**src/hw/ieg_consts.vh**
```
// Offsets, field positions and reset values of the interrupt enable gating
`ifndef IEG_CONSTS_VH
`define IEG_CONSTS_VH
// Register offsets
`define IEG_MAIN_OFS      8'hA8
`define IEG_SEC_OFS       8'hA9
`define IEG_STAT_OFS      8'hAC
`define IEG_MASK_OFS      8'hAD
// Main enable register fields
`define IEG_GLOBAL_BIT    7
`define IEG_TMR2_BIT      5
`define IEG_UART_BIT      4
`define IEG_TMR1_BIT      3
`define IEG_EXT1_BIT      2
`define IEG_TMR0_BIT      1
`define IEG_EXT0_BIT      0
// Secondary enable register fields
`define IEG_PWM_BIT       7
`define IEG_CMP_BIT       6
`define IEG_PULSE_BIT     5
`define IEG_TWI_BIT       4
`define IEG_ADC_BIT       3
`define IEG_EXT2_BIT      2
`define IEG_PORT1_BIT     1
`define IEG_TMR3_BIT      0
// Reset values
`define IEG_MAIN_RST      8'h00
`define IEG_SEC_RST       8'h00
`define IEG_STAT_RST      8'h00
`define IEG_MASK_RST      8'h00
`endif

```
**src/hw/ieg_gating.v**
```verilog
// Interrupt enable gating with wake-up arming and a wake event status
//
// Behaviour
// - Global enable bit 7 blocks all IRQ_MAIN and IRQ_SEC requests when clear.
// - Main bit 5 gates the Timer2 request.
// - Main bit 4 gates the UART request.
// - Main bit 3 gates the Timer1 request.
// - Main bit 1 gates the Timer0 request.
// - Main bit 2 enables external pin 1 interrupt and Stop wake-up.
// - Main bit 0 enables external pin 0 interrupt and Stop wake-up.
// - Armed external pins wake from Stop regardless of the global enable.
// - Secondary bit 7 gates the shared PWM request.
// - Secondary bit 6 gates the combined comparator request.
// - Secondary bit 5 gates the pulse generator/detector request.
// - Secondary bit 4 gates the two-wire master request.
// - Secondary bit 3 gates the ADC request.
// - Secondary bit 2 enables external pin 2 interrupt and Stop wake-up.
// - Secondary bit 1 gates the Port1 pin-change request.
// - Secondary bit 0 gates the Timer3 request.
//
// Chosen here: the plain strobed port.
`timescale 1ns/1ps
`default_nettype none
`include "ieg_consts.vh"

module ieg_gating (
  // Clock and reset
  input  wire       CLK,
  input  wire       SYS_RST,
  // Register port
  input  wire [7:0] ADDR,
  input  wire [7:0] WDATA,
  input  wire       WR,
  input  wire       RD,
  output reg  [7:0] RDATA,
  // Source flags
  input  wire       TMR0_FLAG,
  input  wire       TMR1_FLAG,
  input  wire       TMR2_FLAG,
  input  wire       TMR3_FLAG,
  input  wire       UART_FLAG,
  input  wire       PWM_FLAG,
  input  wire       CMP_FLAG,
  input  wire       PULSE_FLAG,
  input  wire       TWI_FLAG,
  input  wire       ADC_FLAG,
  input  wire       PORT1_FLAG,
  input  wire       EXT_PIN0,
  input  wire       EXT_PIN1,
  input  wire       EXT_PIN2,
  // Core side
  input  wire       STOP_MODE,
  output reg  [7:0] IRQ_MAIN,
  output reg  [7:0] IRQ_SEC,
  output reg        WAKE,
  output reg        IRQ
);

  // Enable, mask and status registers
  reg  [7:0] main_en_r;
  reg  [7:0] sec_en_r;
  reg  [7:0] stat_r;
  reg  [7:0] stat_nxt;
  reg  [7:0] mask_r;
  // Source flags, wake events and read data
  reg  [7:0] ev_main;
  reg  [7:0] ev_sec;
  reg  [2:0] wake_ev;
  reg  [7:0] rdata_nxt;
  wire       glb;
  // Strobe decodes
  reg        wr_main;
  reg        wr_sec;
  reg        wr_mask;
  reg        rd_stat;
  // Registered gated requests, one per source
  reg        req_tmr2_r;
  reg        req_uart_r;
  reg        req_tmr1_r;
  reg        req_ext1_r;
  reg        req_tmr0_r;
  reg        req_ext0_r;
  reg        req_pwm_r;
  reg        req_cmp_r;
  reg        req_pulse_r;
  reg        req_twi_r;
  reg        req_adc_r;
  reg        req_ext2_r;
  reg        req_port1_r;
  reg        req_tmr3_r;

  // Gate one request with its own enable and the global enable
  function gate;
    input flag;
    input own;
    input glob;
    begin
      gate = flag & own & glob;
    end
  endfunction

  // Match a strobe against one register address
  function sel;
    input [7:0] addr;
    input [7:0] ofs;
    input       strobe;
    begin
      sel = strobe & (addr == ofs);
    end
  endfunction

  // Register strobe decode, shared by the write and clear paths
  always @* begin
    wr_main = sel(ADDR, `IEG_MAIN_OFS, WR);
    wr_sec  = sel(ADDR, `IEG_SEC_OFS, WR);
    wr_mask = sel(ADDR, `IEG_MASK_OFS, WR);
    rd_stat = sel(ADDR, `IEG_STAT_OFS, RD);
  end

  assign glb = main_en_r[`IEG_GLOBAL_BIT];

  // Raw source flags laid out like the enable registers
  always @* begin
    ev_main = 8'h00;
    ev_main[`IEG_TMR2_BIT] = TMR2_FLAG;
    ev_main[`IEG_UART_BIT] = UART_FLAG;
    ev_main[`IEG_TMR1_BIT] = TMR1_FLAG;
    ev_main[`IEG_EXT1_BIT] = EXT_PIN1;
    ev_main[`IEG_TMR0_BIT] = TMR0_FLAG;
    ev_main[`IEG_EXT0_BIT] = EXT_PIN0;
    // Secondary register layout
    ev_sec = 8'h00;
    ev_sec[`IEG_PWM_BIT]   = PWM_FLAG;
    ev_sec[`IEG_CMP_BIT]   = CMP_FLAG;
    ev_sec[`IEG_PULSE_BIT] = PULSE_FLAG;
    ev_sec[`IEG_TWI_BIT]   = TWI_FLAG;
    ev_sec[`IEG_ADC_BIT]   = ADC_FLAG;
    ev_sec[`IEG_EXT2_BIT]  = EXT_PIN2;
    ev_sec[`IEG_PORT1_BIT] = PORT1_FLAG;
    ev_sec[`IEG_TMR3_BIT]  = TMR3_FLAG;
  end

  // wake ignores global enable; pins armed by their own bits
  always @* begin
    wake_ev[0] = STOP_MODE & EXT_PIN0 & main_en_r[`IEG_EXT0_BIT];
    wake_ev[1] = STOP_MODE & EXT_PIN1 & main_en_r[`IEG_EXT1_BIT];
    wake_ev[2] = STOP_MODE & EXT_PIN2 & sec_en_r[`IEG_EXT2_BIT];
  end

  // Wake status: a read clears it, a new event in that cycle wins
  always @* begin
    stat_nxt = stat_r;
    if (rd_stat)
      stat_nxt = 8'h00;
    stat_nxt = stat_nxt | {5'b0_0000, wake_ev};
  end

  // main enables reset to zero; bit 6 is not implemented
  always @(posedge CLK) begin
    if (SYS_RST)
      main_en_r <= `IEG_MAIN_RST;
    else if (wr_main)
      main_en_r <= {WDATA[7:6] & 2'b10, WDATA[5:0]}; // Bit 6 unused
  end

  always @(posedge CLK) begin
    if (SYS_RST)
      sec_en_r <= `IEG_SEC_RST;
    else if (wr_sec)
      sec_en_r <= WDATA;
  end

  // Wake mask, only the three pin bits exist
  always @(posedge CLK) begin
    if (SYS_RST)
      mask_r <= `IEG_MASK_RST;
    else if (wr_mask)
      mask_r <= {5'b0_0000, WDATA[2:0]};
  end

  // Sticky wake status; events must not be lost to a clearing read
  always @(posedge CLK) begin
    if (SYS_RST)
      stat_r <= `IEG_STAT_RST;
    else
      stat_r <= stat_nxt;
  end

  // Read mux, zero for unmapped addresses and idle cycles
  always @* begin
    rdata_nxt = 8'h00;
    if (RD) begin
      case (ADDR)
        `IEG_MAIN_OFS: rdata_nxt = main_en_r;
        `IEG_SEC_OFS:  rdata_nxt = sec_en_r;
        `IEG_STAT_OFS: rdata_nxt = stat_r;
        `IEG_MASK_OFS: rdata_nxt = mask_r;
        default:       rdata_nxt = 8'h00;
      endcase
    end
  end

  // Read data register, valid only the cycle after the strobe
  always @(posedge CLK) begin
    if (SYS_RST)
      RDATA <= 8'h00;
    else
      RDATA <= rdata_nxt;
  end

  always @(posedge CLK) begin
    if (SYS_RST)
      req_tmr2_r <= 1'b0;
    else
      req_tmr2_r <= gate(ev_main[`IEG_TMR2_BIT],
                         main_en_r[`IEG_TMR2_BIT], glb);
  end

  always @(posedge CLK) begin
    if (SYS_RST)
      req_uart_r <= 1'b0;
    else
      req_uart_r <= gate(ev_main[`IEG_UART_BIT],
                         main_en_r[`IEG_UART_BIT], glb);
  end

  always @(posedge CLK) begin
    if (SYS_RST)
      req_tmr1_r <= 1'b0;
    else
      req_tmr1_r <= gate(ev_main[`IEG_TMR1_BIT],
                         main_en_r[`IEG_TMR1_BIT], glb);
  end

  always @(posedge CLK) begin
    if (SYS_RST)
      req_ext1_r <= 1'b0;
    else
      req_ext1_r <= gate(ev_main[`IEG_EXT1_BIT],
                         main_en_r[`IEG_EXT1_BIT], glb);
  end

  always @(posedge CLK) begin
    if (SYS_RST)
      req_tmr0_r <= 1'b0;
    else
      req_tmr0_r <= gate(ev_main[`IEG_TMR0_BIT],
                         main_en_r[`IEG_TMR0_BIT], glb);
  end

  always @(posedge CLK) begin
    if (SYS_RST)
      req_ext0_r <= 1'b0;
    else
      req_ext0_r <= gate(ev_main[`IEG_EXT0_BIT],
                         main_en_r[`IEG_EXT0_BIT], glb);
  end

  always @(posedge CLK) begin
    if (SYS_RST)
      req_pwm_r <= 1'b0;
    else
      req_pwm_r <= gate(ev_sec[`IEG_PWM_BIT],
                        sec_en_r[`IEG_PWM_BIT], glb);
  end

  always @(posedge CLK) begin
    if (SYS_RST)
      req_cmp_r <= 1'b0;
    else
      req_cmp_r <= gate(ev_sec[`IEG_CMP_BIT],
                        sec_en_r[`IEG_CMP_BIT], glb);
  end

  always @(posedge CLK) begin
    if (SYS_RST)
      req_pulse_r <= 1'b0;
    else
      req_pulse_r <= gate(ev_sec[`IEG_PULSE_BIT],
                          sec_en_r[`IEG_PULSE_BIT], glb);
  end

  always @(posedge CLK) begin
    if (SYS_RST)
      req_twi_r <= 1'b0;
    else
      req_twi_r <= gate(ev_sec[`IEG_TWI_BIT],
                        sec_en_r[`IEG_TWI_BIT], glb);
  end

  always @(posedge CLK) begin
    if (SYS_RST)
      req_adc_r <= 1'b0;
    else
      req_adc_r <= gate(ev_sec[`IEG_ADC_BIT],
                        sec_en_r[`IEG_ADC_BIT], glb);
  end

  always @(posedge CLK) begin
    if (SYS_RST)
      req_ext2_r <= 1'b0;
    else
      req_ext2_r <= gate(ev_sec[`IEG_EXT2_BIT],
                         sec_en_r[`IEG_EXT2_BIT], glb);
  end

  always @(posedge CLK) begin
    if (SYS_RST)
      req_port1_r <= 1'b0;
    else
      req_port1_r <= gate(ev_sec[`IEG_PORT1_BIT],
                          sec_en_r[`IEG_PORT1_BIT], glb);
  end

  always @(posedge CLK) begin
    if (SYS_RST)
      req_tmr3_r <= 1'b0;
    else
      req_tmr3_r <= gate(ev_sec[`IEG_TMR3_BIT],
                         sec_en_r[`IEG_TMR3_BIT], glb);
  end

  // Gated requests laid out like the enable registers, wiring only
  always @* begin
    // Bits 7 and 6 of the main layout stay zero
    IRQ_MAIN = 8'h00;
    IRQ_MAIN[`IEG_TMR2_BIT] = req_tmr2_r;
    IRQ_MAIN[`IEG_UART_BIT] = req_uart_r;
    IRQ_MAIN[`IEG_TMR1_BIT] = req_tmr1_r;
    IRQ_MAIN[`IEG_EXT1_BIT] = req_ext1_r;
    IRQ_MAIN[`IEG_TMR0_BIT] = req_tmr0_r;
    IRQ_MAIN[`IEG_EXT0_BIT] = req_ext0_r;
    IRQ_SEC = 8'h00;
    IRQ_SEC[`IEG_PWM_BIT]   = req_pwm_r;
    IRQ_SEC[`IEG_CMP_BIT]   = req_cmp_r;
    IRQ_SEC[`IEG_PULSE_BIT] = req_pulse_r;
    IRQ_SEC[`IEG_TWI_BIT]   = req_twi_r;
    IRQ_SEC[`IEG_ADC_BIT]   = req_adc_r;
    IRQ_SEC[`IEG_EXT2_BIT]  = req_ext2_r;
    IRQ_SEC[`IEG_PORT1_BIT] = req_port1_r;
    IRQ_SEC[`IEG_TMR3_BIT]  = req_tmr3_r;
  end

  // wake pulse, independent of global enable
  always @(posedge CLK) begin
    if (SYS_RST) begin
      WAKE <= 1'b0;
      IRQ  <= 1'b0;
    end else begin
      WAKE <= |wake_ev;
      // Next status, so a clearing read drops the line at once
      IRQ  <= |(stat_nxt & mask_r);
    end
  end

endmodule

`default_nettype wire

```
**config.mk**
```make
export PLATFORM = sky130hd
export DESIGN_NAME = ieg_gating
export DESIGN_NICKNAME = d
export VERILOG_FILES = /design/src/hw/ieg_gating.v
export VERILOG_INCLUDE_DIRS = /design/src /design/src/hw
export SDC_FILE = /design/constraint.sdc
export NUM_CORES = 1
export LEC_CHECK = 0
export BUFFER_PORTS_ARGS = -buffer_cell sky130_fd_sc_hd__buf_2
export CAP_MARGIN = 30
export CORE_ASPECT_RATIO = 0.7
export CORE_MARGIN = 1
export CORE_UTILIZATION = 35
export DETAILED_ROUTE_END_ITERATION = 8
export PLACE_DENSITY_LB_ADDON = 0.05
export SLEW_MARGIN = 10
export SYNTH_ARGS = -nofsm -noshare
export SYNTH_HDL_FRONTEND = slang
export SYNTH_SLANG_ARGS = --single-unit
```
**constraint.sdc**
```tcl
create_clock -name CLK -period 1.9 [get_ports CLK]
set_input_delay 0.095 -clock CLK [delete_from_list [all_inputs] [get_ports CLK]]
set_output_delay 0.095 -clock CLK [all_outputs]
set_load 0.005 [all_outputs]
```
==> results of run 1 <==
-- layout make-up --
class	count	area [um2]	area share (%)
flip-flops and latches	45	900.9	39.74
multi-input cells	126	864.6	38.13
repair buffers	62	320.3	14.13
well taps	72	90.09	3.974
clock buffers	7	76.32	3.366
clock inverters	1	7.507	0.3311
inverters	2	7.507	0.3311
-- cells in the final DEF, fill, tap and decap left out, drive strengths merged --
cell type and instances:
a222oi 2, a31oi 2, nand4b 2, or4b 1
mux2i 13, buf 62, clkinvlp 1, and2 2
nand2 2, nor4b 1, o21ba 1, and3b 1
mux2 1, a21oi 17, nand3 11, inv 2
nand2b 13, o31ai 14, and4b 1, nand3b 1
dfxtp 45, nor3 2, nor4 1, nor2 4
and3 15, a2bb2oi 3, clkbuf 7, nand4 11
conb 2, nor2b 3
-- per-stage QoR --
step / setup WS (ns) / hold WS, ns / power [mW] / instance area [um2]
after detailed placement: 0.2988 / 0.3287 / 1.079 / 2183
after global routing: 0.5145 / 0.0007595 / 1.703 / 2267
final: 0.6095 / 0.01586 / 1.634 / 2267
after global placement: 0.3280 / 0.3311 / 1.081 / 2183
after CTS: 0.6088 / 0.008940 / 1.650 / 2267
after floorplan: 0.1691 / 0.2379 / 1.022 / 1939
-- cell families (layout without fill, tap and decap cells) --
group                  after synthesis  in the layout  share of synthesized area (%)
AO/OA/AOI/OAI                       39             39                          13.38
buffers and inverters               30             72                          8.985
flip-flops                          45             45                          46.54
multiplexers                        14             14                          7.498
other                                1              2                         0.1937
AND/OR/NAND/NOR                     71             71                          23.40
-- state kept, by name, summed over array words and instances (netlist names), 3 cells and up --
register,cells
RDATA,8
stat_r,3
main_en_r,7
sec_en_r,8
mask_r,3
-- worst reg2reg max path, stage by stage (launching register included) --
cell	delay, ns
dfxtp_1	0.35
nor2b_1	0.44
buf_4	0.25
and3_1	0.17
-- layer usage --
metal / vias to the layer above / track usage (%)
met2: 56 / 22.35
met5: - / 0
met3: 2 / 5.714
li1: 795 / -
met1: 716 / 25.13
met4: 0 / 5.952
-- where the power goes --
part | total (mW) | switching [mW] | leakage, nW | internal [mW]
Combinational | 0.115 | 0.0699 | 0.560 | 0.0453
Clock | 0.576 | 0.315 | 0.0385 | 0.260
Sequential | 0.943 | 0.000528 | 0.362 | 0.942
-- how the worst min path moves through the flow --
stage	startpoint	to	slack (ns)	depth (start not counted)
floorplan	STOP_MODE	WAKE	0.24	2
finish	TMR3_FLAG	req_tmr3_r	0.02	2
CTS	TMR3_FLAG	req_tmr3_r	0.009	2
detailed placement	TMR3_FLAG	req_tmr3_r	0.33	2
global placement	UART_FLAG	req_uart_r	0.33	2
global route	TMR3_FLAG	req_tmr3_r	0.0008	2
==> reports/metrics.cfg, run 1 <==
[routing]
ant_nets=0
drt_iter0_drc=194
m1WireLength_um=2544
via_per_inst=4.981
wl_met2_um=1756
wirelength_um=4643
drc=0
num_vias=1569
dr_wl_met3_um=315
routedWlPerCell_um=14.74
dr.pass1.iters=4
routed.top_layer=met4

[floorplan]
core_mm2=0.005285
rows=22
pin_count=61
initial_core_util_pct=36.62
chipWidth_um=90.89
die_h_um=64.22
dieArea_mm2=0.005837

[critical_path]
crit_path_cell_trace=buf_2 > or4b_1 > nor4_4 > buf_4 > mux2i_1
path_class=in2reg
worst-path-stages=5
reg2reg_slack_ns=0.64
crit_path_max_fanout=6
critical_path.startpoint=ADDR[1]
crit_family=simple AND/OR/NAND/NOR gates
crit_path_top_delay_cell=or4b_1
required_ns=2.13
worst_setup_path_end_kind=register
timing.critical_path.to=main_en_r[0]
r2r_end=req_ext2_r
startpoint_type=primary input
cp.arrival_ns=1.52
crit_path_max_incr_delay_ns=0.58
reg2regPathDepth=3
worst-path-buf-inv=2
r2r-start=main_en_r[7]

[sta]
layout_min_cycle_time_ns=1.291
finalHoldViolCount=0
slew_headroom_pct=66.07
setup_tns_ns=0
fmax_ghz=0.7749
skew_ns=0.008123
fin_crit_sh_pct=67.92
worstMarginPinSlew_ns=0.5078
rsz0062_at_grt=no
setup_violations=0
slew_violations=0

[global_route]
grt_max_degree=32
grt.total_usage_pct=16.99
antenna_found_initial=0
grt_pass1_wl_um=7465
globalRouteOverflowTotal=0
grt_pass1_vias=1436

[synthesis]
synth_warnings=0
ys_seq_area_share_pct=46.54
synth_seq_cells=45
syn_inst=200
synthMostInstantiatedCell=dfxtp_1
ys_async_sr_fraction_pct=0
yosysTopAreaCellShare_pct=46.54
synth_common_cells=45 x dfxtp_1, 17 x a21oi_1, 16 x buf_4
syn-cell-area_mm2=0.001936
yosys.area.top_type=dfxtp_1
synth_area_leaders=dfxtp_1 47%, mux2i_1 6.7%, buf_4 6.2%
yosys_most_used_dff=dfxtp_1
syn_avg_cell_area_um2=9.678
ys_types=31
synth_edf_count=0

[finish]
drive_gt1_share_pct=29.63
utilization_pct=42.90
area_growth_pct=17.13
num-fill-cells=560
finalNonFillerCells=315
antennaDiodeCount=0
fin_nets=277

[placed_design]
hpwl_um=3448
place_congestion=0.8114
place_inst=307
port_buffers=58

[cts]
cts_sinks=45
cts_made_buffers=5
clk_pin_slew_ns=0.09
ctsHtreeMaxLevel=2
cts.path.max_buffers=2
postCtsSetupRepairBufs=0
holdBufCountCts=0
cts_tree=yes
post_cts.resized_instances=0
clk_latency_ns=0.30
cts_root_buf=clkbuf_8

[pwr]
power-per-cell-area_mw_per_mm2=720.6
leakage_nw=0.9607
irDropWorstVdd_uv=275.4

[worst_hold_path]
hold_class=in2reg

[job]
max_cap_viol_count=0

[run_status]
status=finished, final reports clean

Power figures use the tool's default switching activity.
==> run 2: changes to the inputs <==
- clock period: 1.9 -> 1.12 ns (I/O delays scaled with it)
==> reports/metrics.cfg, run 2 (synthesis results as in run 1) <==
[run_status]
status=finished, final reports clean

[routing]
drt_iter0_drc=105
drc=0
wirelength_um=5065
routedWlPerCell_um=14.68
via_per_inst=4.951
ant_nets=0
dr.pass1.iters=4
num_vias=1708

[floorplan]
rows=22
core_mm2=0.005285
dieArea_mm2=0.005837
die_h_um=64.22
initial_core_util_pct=36.62
chipWidth_um=90.89
pin_count=61

[cts]
cts_tree=yes
cts.path.max_buffers=2
cts_sinks=45
postCtsSetupRepairBufs=0
cts_made_buffers=5
ctsHtreeMaxLevel=2
clk_pin_slew_ns=0.08
cts_root_buf=clkbuf_8
clk_latency_ns=0.29

[global_route]
grt.total_usage_pct=17.80
antenna_found_initial=0
grt_max_degree=18
grt_pass1_vias=1596
globalRouteOverflowTotal=0
grt_pass1_wl_um=8073

[worst_hold_path]
hp-start=WDATA[6]
hold_class=in2reg

[finish]
top_regs=RDATA (8), sec_en_r (8), main_en_r (7)
final_cell_mix=57 x buf_2, 45 x dfxtp_1, 19 x buf_4, 17 x a21oi_1, 15 x and3_1
drive_gt1_share_pct=35.16
area_growth_pct=35.29
fin_nets=307
antennaDiodeCount=0
layout_commonest_cell=buf_2
finalInstanceArea_mm2=0.002619

[sta]
layout_min_cycle_time_ns=1.073
skew_ns=0.002605
setup_tns_ns=0
setup_violations=0
rsz0062_at_grt=no
fmax_ghz=0.9323
fin_crit_sh_pct=95.77
slew_violations=0
finalHoldViolCount=0

[job]
max_cap_viol_count=0

[placed_design]
hpwl_um=3824
port_buffers=58
placed_area_mm2=0.002364
place_congestion=0.7694

[critical_path]
required_ns=1.34
crit_top_cell=buf_6
worst-path-buf-inv=2
r2r-start=mask_r[2]
worst_setup_path_end_kind=register
cp.arrival_ns=1.29
crit_path_max_fanout=6
crit_family=simple AND/OR/NAND/NOR gates
crit_path_top_delay_cell=or4b_4
path_class=in2reg
crit_path_cell_trace=buf_6 > or4b_4 > nor4_4 > buf_6 > mux2i_1
crit_path_max_incr_delay_ns=0.56
startpoint_type=primary input
critical_path.startpoint=ADDR[1]

[pwr]
irDropWorstVdd_uv=465.7
finalPower_mw=3.146
power-per-cell-area_mw_per_mm2=1201
leakage_nw=1.142

## run 2: cell count changes in the layout (fill, tap and decap cells not counted), sizes merged
cell	delta
dlygate4sd3	+11
buf	+19
clkinvlp	-1
bufinv	+1
## run 2: final timing paths
check	slack (ns)	end	depth (start not counted)
max reg2reg	0.05	IRQ	3
max	0.05	main_en_r[1]	5
min	0.02	sec_en_r[6]	3
min reg2reg	0.48	RDATA[6]	2
## run 2: layout make-up
class	count	area, um2
clock inverter	1	30.03
sequential	45	900.9
timing repair buffer	92	611.8
inverter	2	7.507
clock buffer	7	86.33
fill	555	2666
multi-input combinational	126	892.1
tap	72	90.09
## run 2: worst reg2reg max path, cell delays in order (launching register included)
cell and delay, ns:
dfxtp_1 0.35, a222oi_1 0.32, a31oi_1 0.08, o21ba_2 0.21
## run 2: per-stage QoR
stage / utilization, % / hold slack, ns / setup WS, ns / instances
floorplan: - / 0.1989 / -0.5618 / 201
global placement: 44.72 / 0.2921 / -0.3708 / 326
detailed placement: 44.72 / 0.2897 / -0.4200 / 326
CTS: 49.08 / 0.01889 / 0.01525 / 345
global route: 49.55 / 0.03290 / 0.004886 / 345
finish: 49.55 / 0.02268 / 0.04741 / 345
## run 2: power by group
part / internal [mW] / total (mW) / switching [mW]
clock: 0.728 / 1.27 / 0.540
sequential: 1.60 / 1.60 / 0.000825
combinational: 0.141 / 0.278 / 0.137
## run 2: routing by layer
| metal | vias up | share of wire [%] | global-route usage (%) |
|---|---|---|---|
| met5 | - | 0 | 0 |
| met1 | 772 | 53 | 28.19 |
| met3 | 2 | 8.3 | 5.595 |
| met2 | 71 | 38 | 22.35 |
| met4 | 0 | 0.36 | 4.167 |
| li1 | 863 | - | - |
## run 2: repair_timing
item,4_1_cts,5_1_grt
pin swaps,1,0
setup endpoints to repair,7,6
gates resized for setup,1,5
hold endpoints to repair,11,0
hold buffers,11,0
